## src/rtl/led_loader_pkg.sv

```systemverilog
/*
 Shared constants and carrier types for the serial dot-matrix loader.
 Assumes a 25 MHz system clock; all pin timing is resolved by oversampling.
*/
`default_nettype none
package led_loader_pkg;
   localparam int DOT_BITS      = 160;
   localparam int COLS          = 20;
   localparam int ROWS          = 8;
   localparam int CTRL_BITS     = 8;
   localparam int CTRL_SEL_BIT  = 7;
   localparam int FIFO_DEPTH    = 32;
   localparam int REFRESH_CYCLES = 512;
   localparam int ROW_CYCLES    = REFRESH_CYCLES / ROWS;
   localparam int ROW_ON_CYCLES = 60;
   localparam int PRESCALE_DIV  = 8;
   localparam int CLK_PERIOD_NS = 40;
   // Internal display oscillator period (125 kHz)
   localparam int INT_OSC_PERIOD_NS = 8000;
   localparam logic [7:0] INT_OSC_HALF_CYCLES =
      8'(INT_OSC_PERIOD_NS / (2 * CLK_PERIOD_NS));
   localparam logic [6:0] CTRL0_RESET = 7'h00;
   localparam logic [6:0] CTRL1_RESET = 7'h00;
   // Positions in the synchronised pin vector
   localparam int PIN_RS    = 0;
   localparam int PIN_CE    = 1;
   localparam int PIN_SCK   = 2;
   localparam int PIN_DIN   = 3;
   localparam int PIN_BLANK = 4;
   localparam int PIN_OSC   = 5;
   localparam int PIN_SEL   = 6;
   localparam int PIN_COUNT = 7;
   localparam logic [6:0] PIN_RESET = 7'h02;

   typedef struct packed {
      logic       awake;
      logic [1:0] peak;
      logic [3:0] pwm;
   } bright_word_type;

   typedef struct packed {
      logic [4:0] must_zero;
      logic       prescale;
      logic       simul;
   } chain_word_type;

   typedef struct packed {
      logic ctrl_sel;
      logic data;
   } shift_item_type;
endpackage : led_loader_pkg
`default_nettype wire

```

## src/rtl/led_matrix_loader.sv

```systemverilog
/*
 Serial load front end and refresh core of a 5x7 dot-matrix LED driver,
 plus the bit FIFO between the pin sampler and the shift registers.
 Assumes the serial pins are asynchronous to CLK and toggle far slower.
*/
`timescale 1ns/1ps
`default_nettype none
// Overview of operation
// - Enabled chip shifts data on shift clock rise
// - Dot bit one lights LED, zero darkens
// - Disable plus low clock copies dots to latch
// - Old pattern displayed while new one shifts
// - Select sampled on enable fall, clock not rising
// - Top control bit picks word; other kept
// - Disable plus low clock loads chosen word
// - Word 0 holds PWM, peak current, sleep
// - Sleep stops oscillator and all pixel drivers
// - Dots and control words survive sleep
// - Serial mode: output carries control bit seven
// - Simultaneous mode: output follows input on control
// - Word 1 bit one divides external oscillator by 8
// - Refresh spans 512 display clock cycles
// - Prescaler ignored with internal oscillator
// - Twenty columns of eight; row zero dark
// - Chained dot registers form one long shifter
// - Reset clears control words, enters sleep
// - Blank input high darkens every LED
// - Select pin picks internal or external oscillator

module shift_fifo #(
   parameter int WIDTH = 2,
   parameter int DEPTH = 32
) (
   input  wire logic             clk,
   input  wire logic             rstn,
   input  wire logic             cke,
   // Filling side
   input  wire logic             in_valid,
   input  wire logic [WIDTH-1:0] in_data,
   output logic                  in_ready,
   // Draining side
   output logic                  out_valid,
   output logic      [WIDTH-1:0] out_data,
   input  wire logic             out_ready
);
   localparam int AW = $clog2(DEPTH);
   logic [WIDTH-1:0] mem [DEPTH];
   logic [AW:0]      wr_q;
   logic [AW:0]      rd_q;
   wire              push = cke & in_valid & in_ready;
   wire              pop  = cke & out_valid & out_ready;

   assign in_ready  = !((wr_q[AW] != rd_q[AW]) && (wr_q[AW-1:0] == rd_q[AW-1:0]));
   assign out_valid = (wr_q != rd_q);
   assign out_data  = mem[rd_q[AW-1:0]];

   always_ff @(posedge clk) begin
      if (push) begin
         mem[wr_q[AW-1:0]] <= in_data;
      end
   end

   always_ff @(posedge clk or negedge rstn) begin
      if (!rstn) begin
         wr_q <= '0;
         rd_q <= '0;
      end else begin
         if (push) wr_q <= wr_q + 1'b1;
         if (pop)  rd_q <= rd_q + 1'b1;
      end
   end
endmodule : shift_fifo

module led_matrix_loader
   import led_loader_pkg::*;
(
   // Clock, reset, enable
   input  wire logic              CLK,
   input  wire logic              RSTN,
   input  wire logic              CKE,
   // Serial load pins
   input  wire logic              REGISTER_SELECT,
   input  wire logic              CHIP_EN_N,
   input  wire logic              SHIFT_CLK,
   input  wire logic              SER_DIN,
   output logic                   SER_DOUT,
   output logic                   SHIFT_READY,
   // Display control pins
   input  wire logic              BLANK_INPUT,
   input  wire logic              OSC_SELECT,
   input  wire logic              OSC_I,
   output logic                   OSC_O,
   output logic                   OSC_OE,
   // LED drivers and brightness settings
   output logic      [ROWS-1:0]   ROW_DRIVE,
   output logic      [COLS-1:0]   COL_DRIVE,
   output logic      [3:0]        PWM_LEVEL,
   output logic      [1:0]        PEAK_LEVEL,
   output logic                   AWAKE
);
   logic [PIN_COUNT-1:0] s1_q, s2_q, s3_q, flt_q, prev_q;
   logic                 rs_q, latch_pend_q, dout_q, osc_q, osc_oe_q, dots_valid_q;
   logic [CTRL_BITS-1:0] ctrl_sr_q;
   bright_word_type      ctrl0_q;
   chain_word_type       ctrl1_q;
   logic [DOT_BITS-1:0]  dot_sr_q, dot_latch_q;
   logic [7:0]           osc_cnt_q;
   logic [2:0]           pre_cnt_q;
   logic [8:0]           ref_cnt_q;
   logic [ROWS-1:0]      row_q;
   logic [COLS-1:0]      col_q, col_d;
   shift_item_type       in_item, out_item;
   logic                 fifo_in_ready, fifo_out_valid;

   // Pin sampler: three stages, a change counts once stages two and three agree
   always_ff @(posedge CLK or negedge RSTN) begin
      if (!RSTN) begin
         s1_q <= PIN_RESET;
         s2_q <= PIN_RESET;
         s3_q <= PIN_RESET;
      end else if (CKE) begin
         s1_q <= {OSC_SELECT, OSC_I, BLANK_INPUT, SER_DIN, SHIFT_CLK, CHIP_EN_N,
                  REGISTER_SELECT};
         s2_q <= s1_q;
         s3_q <= s2_q;
      end
   end

   for (genvar p = 0; p < PIN_COUNT; p++) begin : g_filter
      always_ff @(posedge CLK or negedge RSTN) begin
         if (!RSTN) begin
            flt_q[p]  <= PIN_RESET[p];
            prev_q[p] <= PIN_RESET[p];
         end else if (CKE) begin
            if (s2_q[p] == s3_q[p]) flt_q[p] <= s3_q[p];
            prev_q[p] <= flt_q[p];
         end
      end
   end

   wire ce_n     = flt_q[PIN_CE];
   wire sck      = flt_q[PIN_SCK];
   wire sck_rise = sck & ~prev_q[PIN_SCK];
   wire ce_fall  = ~ce_n & prev_q[PIN_CE];
   wire ce_rise  = ce_n & ~prev_q[PIN_CE];
   wire osc_rise = flt_q[PIN_OSC] & ~prev_q[PIN_OSC];
   wire int_sel  = flt_q[PIN_SEL];
   wire blank    = flt_q[PIN_BLANK];

   // Only an enabled chip queues bits; disabled edges are dropped
   wire push_req = ~ce_n & sck_rise;
   assign in_item = '{ctrl_sel: rs_q, data: flt_q[PIN_DIN]};

   // Copy waits until every queued bit has reached its shift register
   wire latch_go = CKE & latch_pend_q & ce_n & ~sck & ~fifo_out_valid;
   wire pop      = CKE & fifo_out_valid;

   shift_fifo #(
      .WIDTH (2),
      .DEPTH (FIFO_DEPTH)
   ) u_fifo (
      .clk       (CLK),
      .rstn      (RSTN),
      .cke       (CKE),
      .in_valid  (push_req),
      .in_data   (in_item),
      .in_ready  (fifo_in_ready),
      .out_valid (fifo_out_valid),
      .out_data  (out_item),
      .out_ready (~latch_go)
   );
   assign SHIFT_READY = fifo_in_ready;

   always_ff @(posedge CLK or negedge RSTN) begin
      if (!RSTN) begin
         rs_q         <= 1'b0;
         latch_pend_q <= 1'b0;
         ctrl_sr_q    <= '0;
         ctrl0_q      <= CTRL0_RESET;
         ctrl1_q      <= CTRL1_RESET;
         dots_valid_q <= 1'b0;
      end else if (CKE) begin
         // Dot latch holds no defined pattern until the first copy
         if (latch_go && !rs_q) dots_valid_q <= 1'b1;
         if (ce_fall && !sck_rise) rs_q <= flt_q[PIN_RS];
         if (ce_rise) latch_pend_q <= 1'b1;
         else if (latch_go) latch_pend_q <= 1'b0;
         if (pop && out_item.ctrl_sel) begin
            ctrl_sr_q <= {ctrl_sr_q[CTRL_BITS-2:0], out_item.data};
         end
         if (latch_go && rs_q) begin
            if (ctrl_sr_q[CTRL_SEL_BIT]) ctrl1_q <= ctrl_sr_q[6:0];
            else ctrl0_q <= ctrl_sr_q[6:0];
         end
      end
   end

   // Dot store has no reset; sleep leaves it untouched
   always_ff @(posedge CLK) begin
      if (pop && !out_item.ctrl_sel) begin
         dot_sr_q <= {out_item.data, dot_sr_q[DOT_BITS-1:1]};
      end
      if (latch_go && !rs_q) dot_latch_q <= dot_sr_q;
   end

   // Chain output: dot tail, control bit seven, or pass-through
   wire dout_d = (rs_q && ctrl1_q.simul && !ce_n) ? flt_q[PIN_DIN] :
                 rs_q ? ctrl_sr_q[CTRL_SEL_BIT] :
                 dot_sr_q[0];

   // Display clock: internal divider or external pin, with optional prescale
   wire awake     = ctrl0_q.awake;
   wire int_tick  = awake & (osc_cnt_q == INT_OSC_HALF_CYCLES - 8'h01) & ~osc_q;
   wire ext_tick  = osc_rise & (~ctrl1_q.prescale | (pre_cnt_q == 3'(PRESCALE_DIV - 1)));
   wire disp_tick = int_sel ? int_tick : ext_tick;
   wire [2:0] row = ref_cnt_q[8:6];
   wire [5:0] phase = ref_cnt_q[5:0];
   wire drive_en = awake & ~blank & (phase < 6'(ROW_ON_CYCLES)) & (row != 3'h0);
   wire [ROWS-1:0] row_d = drive_en ? ROWS'(8'h01 << row) : 8'h00;

   for (genvar c = 0; c < COLS; c++) begin : g_col
      assign col_d[c] = drive_en & dot_latch_q[c*ROWS + row];
   end

   always_ff @(posedge CLK or negedge RSTN) begin
      if (!RSTN) begin
         osc_cnt_q <= 8'h00;
         osc_q     <= 1'b0;
         osc_oe_q  <= 1'b0;
         pre_cnt_q <= 3'h0;
         ref_cnt_q <= 9'h000;
         row_q     <= '0;
         col_q     <= '0;
         dout_q    <= 1'b0;
      end else if (CKE) begin
         if (awake) begin
            if (osc_cnt_q == INT_OSC_HALF_CYCLES - 8'h01) begin
               osc_cnt_q <= 8'h00;
               osc_q     <= ~osc_q;
            end else begin
               osc_cnt_q <= osc_cnt_q + 8'h01;
            end
         end
         osc_oe_q <= int_sel;
         if (osc_rise) pre_cnt_q <= pre_cnt_q + 3'h1;
         if (disp_tick && awake) ref_cnt_q <= ref_cnt_q + 9'h001;
         row_q  <= row_d;
         col_q  <= col_d;
         dout_q <= dout_d;
      end
   end

   assign SER_DOUT   = dout_q;
   assign OSC_O      = osc_q;
   assign OSC_OE     = osc_oe_q;
   assign ROW_DRIVE  = row_q;
   assign COL_DRIVE  = col_q;
   assign PWM_LEVEL  = ctrl0_q.pwm;
   assign PEAK_LEVEL = ctrl0_q.peak;
   assign AWAKE      = ctrl0_q.awake;
endmodule : led_matrix_loader
`default_nettype wire

```

## config.mk

```make
export PLATFORM = sky130hd
export DESIGN_NAME = led_matrix_loader
export DESIGN_NICKNAME = d
export VERILOG_FILES = /design/src/rtl/led_loader_pkg.sv /design/src/rtl/led_matrix_loader.sv
export SDC_FILE = /design/constraint.sdc
export NUM_CORES = 1
export LEC_CHECK = 0
export ABC_AREA = 1
export BUFFER_PORTS_ARGS = -buffer_cell sky130_fd_sc_hd__buf_2
export CAP_MARGIN = 20
export CORE_UTILIZATION = 62
export DETAILED_ROUTE_END_ITERATION = 8
export PLACE_DENSITY = 0.79
export RECOVER_POWER = 25
export SLEW_MARGIN = 20
export SYNTH_ARGS = -nofsm -noshare
export SYNTH_HDL_FRONTEND = slang
export SYNTH_HIERARCHICAL = 1
export SYNTH_SLANG_ARGS = --single-unit
```

## constraint.sdc

```tcl
create_clock -name CLK -period 27.7 [get_ports CLK]
set_input_delay 5.54 -clock CLK [delete_from_list [all_inputs] [get_ports CLK]]
set_output_delay 5.54 -clock CLK [all_outputs]
set_load 0.01 [all_outputs]
```

# Word-level counts from Yosys, hierarchy flattened
# Memories as Yosys holds them, arrays and structs flattened.
# Index checks and enable logic that the tools add are counted.
[classes]
n_reduce_logical = 32
add_sub_neg = 24
magnitude_cmp = 21
eq_ne = 12
n_shift = 1
bitwise_logic = 51
n_mux = 49
[ops]
columns = ["operator", "count"]
rows = [
  ["$bmux W1 S8", 19],
  ["$lt A8 B9 Y1 const B", 8],
  ["$add A7 B3 Y8 const A", 8],
  ["$and A1 B1 Y1", 39],
  ["$add A8 B3 Y9 const A", 4],
  ["$lt A7 B9 Y1 const B", 4],
  ["$lt A9 B9 Y1 const B", 4],
  ["$add A6 B3 Y7 const A", 4],
  ["$mux W1", 27],
  ["$reduce_and A2 Y1", 13],
  ["$lt A6 B9 Y1 const B", 2],
  ["$mux W8", 2],
  ["$add A5 B3 Y6 const A", 2],
  ["$add A6 B1 Y6 const B", 2],
  ["$not A1 Y1", 11],
  ["$add A9 B1 Y9 const B", 1],
  ["$logic_and A1 B1 Y1", 9],
  ["$lt A3 B9 Y1 const B", 1],
  ["$lt A5 B9 Y1 const B", 1],
  ["$reduce_and A3 Y1", 3],
  ["$add A8 B1 Y8 const B", 1],
  ["$eq A8 B7 Y1 const B", 1],
  ["$shl A1 B3 Y8 const A", 1],
  ["$eq A1 B1 Y1", 7],
  ["12 further kinds", 16],
]
[totals]
output_inout_bits = 39
mem_bits_rw = 64
regBits = 433
mem_count = 1
[memory_table]
columns = ["memory", "words", "word_bits", "rd", "rd_ports_with_merged_regs", "write_ports", "line", "text"]
rows = [
  ["u_fifo.mem", 32, 2, 1, 0, 1, "led_matrix_loader.sv:47", "logic [WIDTH-1:0] mem [DEPTH];"],
]

# Logic depth before layout (Yosys ltp)
[logic_depth]
ltp_word = 7
mapped_depth = 14
ltp_nobuf = 12

# Hierarchy
# Netlist, hierarchy kept.
[by_module_without_submodules]
columns = ["mod", "instances", "area_each_um2", "cells_each"]
rows = [
  ["led_matrix_loader", 1, 15029.4, 1178],
  ["shift_fifo", 1, 3966.3, 445],
]

# Worst setup path after synthesis
# No wires, ideal clock.
[synth_timing]
path_kind = "input -> register"
from = "input port CKE"
to = "register dot_sr_q[0] (enable)"
arrival_time_ns = 16.923
setup_time_ns = 0.877
path_stages = 5
slack_ns = 9.901
n_path_buf = 3
path_cell_list = "buf_2 -> inv_2 -> buf_2 -> buf_2 -> nor3_1"
[synth_via]
elab_chain_len = 2
[synth_rtl]
columns = ["element", "line", "text"]
rows = [
  ["start: declaration", "led_matrix_loader.sv:80", "input wire logic CKE,"],
  ["$and A1 B1 Y1", "led_matrix_loader.sv:156", "wire pop = CKE & fifo_out_valid;"],
  ["$logic_and A1 B1 Y1", "led_matrix_loader.sv:200", "if (pop && !out_item.ctrl_sel) begin"],
  ["end signal: assignment", "led_matrix_loader.sv:201", "dot_sr_q <= {out_item.data, dot_sr_q[DOT_BITS-1:1]};"],
  ["end: declaration", "led_matrix_loader.sv:106", "logic [DOT_BITS-1:0] dot_sr_q, dot_latch_q;"],
]
# Every way passes these cells.
# A chain may end at the register's enable or synchronous reset.

# Worst setup path in the final report
[layout_timing]
from = "input port CKE"
to = "register dot_sr_q[61] (enable)"
# The elaborated chain is that of the path after synthesis.

==> impl_metrics.env <==
export IMPL_switching_share=0.276
export IMPL_critPathMaxFanout=90
export IMPL_synth_nets=1642
export IMPL_cp_cell_sequence="buf_2, buf_4, inv_2, buf_4, nor3_2, buf_6, buf_4"
export IMPL_clk_insertion_delay_late_ps=570
export IMPL_synthArstFlopShare=0.237
export IMPL_place_ws_ps=18570
export IMPL_syn_inst=1623
export IMPL_required_ps=27870
export IMPL_final_layout_size_suffix_gt1_frac=0.116
export IMPL_startpoint_type="input pin"
export IMPL_finalSetupTns_ps=0
export IMPL_diodes=0
export IMPL_holdBufCountCts=0
export IMPL_dieArea_um2=31300
export IMPL_p_clk_frac=0.318
export IMPL_drc=0
export IMPL_critical_path_max_stage_delay_ps=810
export IMPL_power_leakage_nw=8.61
export IMPL_viasPerCell=5.52
export IMPL_path_delay_family="buffers and inverters"
export IMPL_synthTopCellsByArea="edfxtp_1, dfrtp_1, nand2_1"
export IMPL_root_buffer="clkbuf_16"
export IMPL_skew_ps=20.4
export IMPL_slew_headroom=0.344
export IMPL_clkTransAtPathRegs_ps=60
export IMPL_dr_first_iter_drc_count=1022
export IMPL_overflow=0
export IMPL_combPwrFrac=0.130
export IMPL_clkSinkCount=477
export IMPL_fmax_mhz=120
export IMPL_fill_cells=1938
export IMPL_power_frac_seq=0.551
export IMPL_cts_buffers=46
export IMPL_grt_max_degree=91
export IMPL_coreArea_um2=29900
export IMPL_port_buffers=48
export IMPL_ys_flop_type="edfxtp_1"
export IMPL_drt_pass1_iter_count=7
export IMPL_fin_crit_ps=8350
export IMPL_tightest_slew_ps=983
export IMPL_crit_slowest_cell="buf_4"
export IMPL_path_common_cell="buf_4"
export IMPL_min_period_over_period=0.301
export IMPL_nets=1692
export IMPL_synth_distinct_cells=41
export IMPL_grt_use_total=0.235
export IMPL_slew_violations=0
export IMPL_netlist_area_leader_share=0.575
export IMPL_rsz0062_at_grt="false"
export IMPL_drtAntennaViolNets=0
export IMPL_fp_dieH_um=177
export IMPL_cp_num_buf_inv=6
export IMPL_io_pins=49
export IMPL_cts_resized=0
export IMPL_p_int_mw=1.43
export IMPL_outcome="completed"
export IMPL_hold_class="reg2reg"
export IMPL_ir_drop_mv=0.0814
export IMPL_cts_tree="done"
export IMPL_ys_warn_count=6
export IMPL_maxCapViolCount=0
export IMPL_vias=11594
export IMPL_r2r_start="u_fifo/rd_q[1]"
export IMPL_wl_mm=35.7
export IMPL_hold_viol=0
export IMPL_cts_max_level=2
export IMPL_end_kind="register"
export IMPL_critPathKind="in2reg"
export IMPL_grt_pass1_vias=11676
export IMPL_syn_avg_cell_area_um2=11.7
export IMPL_whs_ps=409
export IMPL_areaGrowthSynthToFinish_pct=10.9
export IMPL_initial_core_util=0.636
export IMPL_synth_largest_area_cell="edfxtp_1"
export IMPL_report_final_setup_viol=0
export IMPL_worstPathArrival_ps=8530
export IMPL_hold_start="dot_sr_q[16]"
export IMPL_power_density_nw_per_um2=94.0
export IMPL_die_w_um=177
export IMPL_antenna_found_initial=0
export IMPL_grt_pass1_wl_mm=57.2
export IMPL_yosysMostFrequentCell="nand2_1"
export IMPL_synth_commonest_cells="nand2_1, edfxtp_1, inv_1"
export IMPL_syn_area_um2=19000
export IMPL_wl_per_cell_um=17.0
export IMPL_num_rows=63
export IMPL_post_cts_repair_setup_buffers=0
export IMPL_setup_slack_ps=19350
export IMPL_synth_edf_count=364
export IMPL_seq_area_frac_synth=0.725
export IMPL_place_congestion=0.810
export IMPL_ys_ff_latch=477
export IMPL_cp_startpoint="CKE"
export IMPL_power_switching_mw=0.546
export IMPL_post_route_util=0.705
export IMPL_dp_hpwl_mm=20.1
export IMPL_clockBufferDepth=3
==> registers in the layout (all words and copies together), names as in the netlist, 2 cells and up <==
register and count:
osc_cnt_q 8, flt_q 3, u_fifo/wr_q 6, COL_DRIVE 20
s1_q 7, ref_cnt_q 9, s2_q 7, u_fifo/mem 64
ctrl1_q 2, s3_q 7, dot_latch_q 140, PWM_LEVEL 4
u_fifo/rd_q 6, pre_cnt_q 3, ROW_DRIVE 8, PEAK_LEVEL 2
prev_q 3, ctrl_sr_q 8, dot_sr_q 160
==> final timing paths <==
kind	slack, ps	end	cells after the start
max	19350	dot_sr_q[61]	7
min	410	dot_sr_q[15]	0
max reg2reg	23760	dot_latch_q[63]	10
min reg2reg	410	dot_sr_q[15]	0
max in group asynchronous	21400	COL_DRIVE[14]	2
min in group asynchronous	5080	PWM_LEVEL[2]	1
==> cell usage in the layout, fill, tap and decap left out, types with 20 or more instances in the layout <==
cell type,netlist,routed
o21ai_0,36,36
edfxtp_1,364,364
nand3b_1,20,20
clkbuf_16,0,46
buf_2,29,47
nor2_1,97,96
dfrtp_1,108,107
nand3_1,120,120
inv_1,158,158
nand2_1,512,512
==> power groups by stage <==
stage          combinational, mW  clock, mW  sequential [mW]
3_5_place_dp               0.252          0             1.10
6_report                   0.257      0.630             1.09
5_1_grt                    0.284      0.663             1.11
3_3_place_gp               0.243          0             1.10
4_1_cts                    0.255      0.637             1.09
2_1_floorplan              0.180          0             1.12
==> metrics by stage <==
stage | power (mW) | cell area [µm²] | cells
2_1_floorplan | 1.30 | 19000 | 1623
3_3_place_gp | 1.34 | 19500 | 2014
3_5_place_dp | 1.36 | 19500 | 2015
4_1_cts | 1.98 | 21100 | 2100
5_1_grt | 2.05 | 21100 | 2100
6_report | 1.98 | 21100 | 2100
==> cell type report <==
type	count	area, µm²	share of cell area
Multi-Input combinational cell	913	4260	0.202
Timing Repair Buffer	62	372	0.0176
Clock inverter	34	358	0.0170
Clock buffer	51	1170	0.0555
Sequential cell	477	13800	0.654
Tap cell	390	488	0.0232
Inverter	173	652	0.0310
==> per-layer routing <==
| layer | GRT usage | vias to the layer above | share of wire |
|---|---|---|---|
| met3 | 0.0397 | 89 | 0.071 |
| met4 | 0.0905 | 0 | 0.025 |
| li1 | - | 5432 | - |
| met5 | 0 | - | 0 |
| met1 | 0.318 | 5596 | 0.42 |
| met2 | 0.384 | 477 | 0.49 |
==> logic make-up (layout without fill, tap and decap cells) <==
| group | Yosys count | after routing | synth area share |
|---|---|---|---|
| compound gates | 70 | 70 | 0.0209 |
| xor+xnor | 14 | 14 | 0.00646 |
| fa+ha+maj | 9 | 9 | 0.00593 |
| buf+inv | 233 | 320 | 0.0525 |
| flops | 477 | 477 | 0.725 |
| mux | 2 | 2 | 0.00119 |
| simple gates | 818 | 818 | 0.188 |
==> worst register-to-register path, cell delays in order, from the launching register on <==
cell and delay, ps:
dfrtp_1 370, buf_4 220, inv_2 320, o21ai_1 160
nor2_4 180, nand3_2 200, inv_1 210, nand3_4 180
nor2_4 110, buf_4 700, buf_4 890
Note: power is estimated with default switching activity, not from simulation.
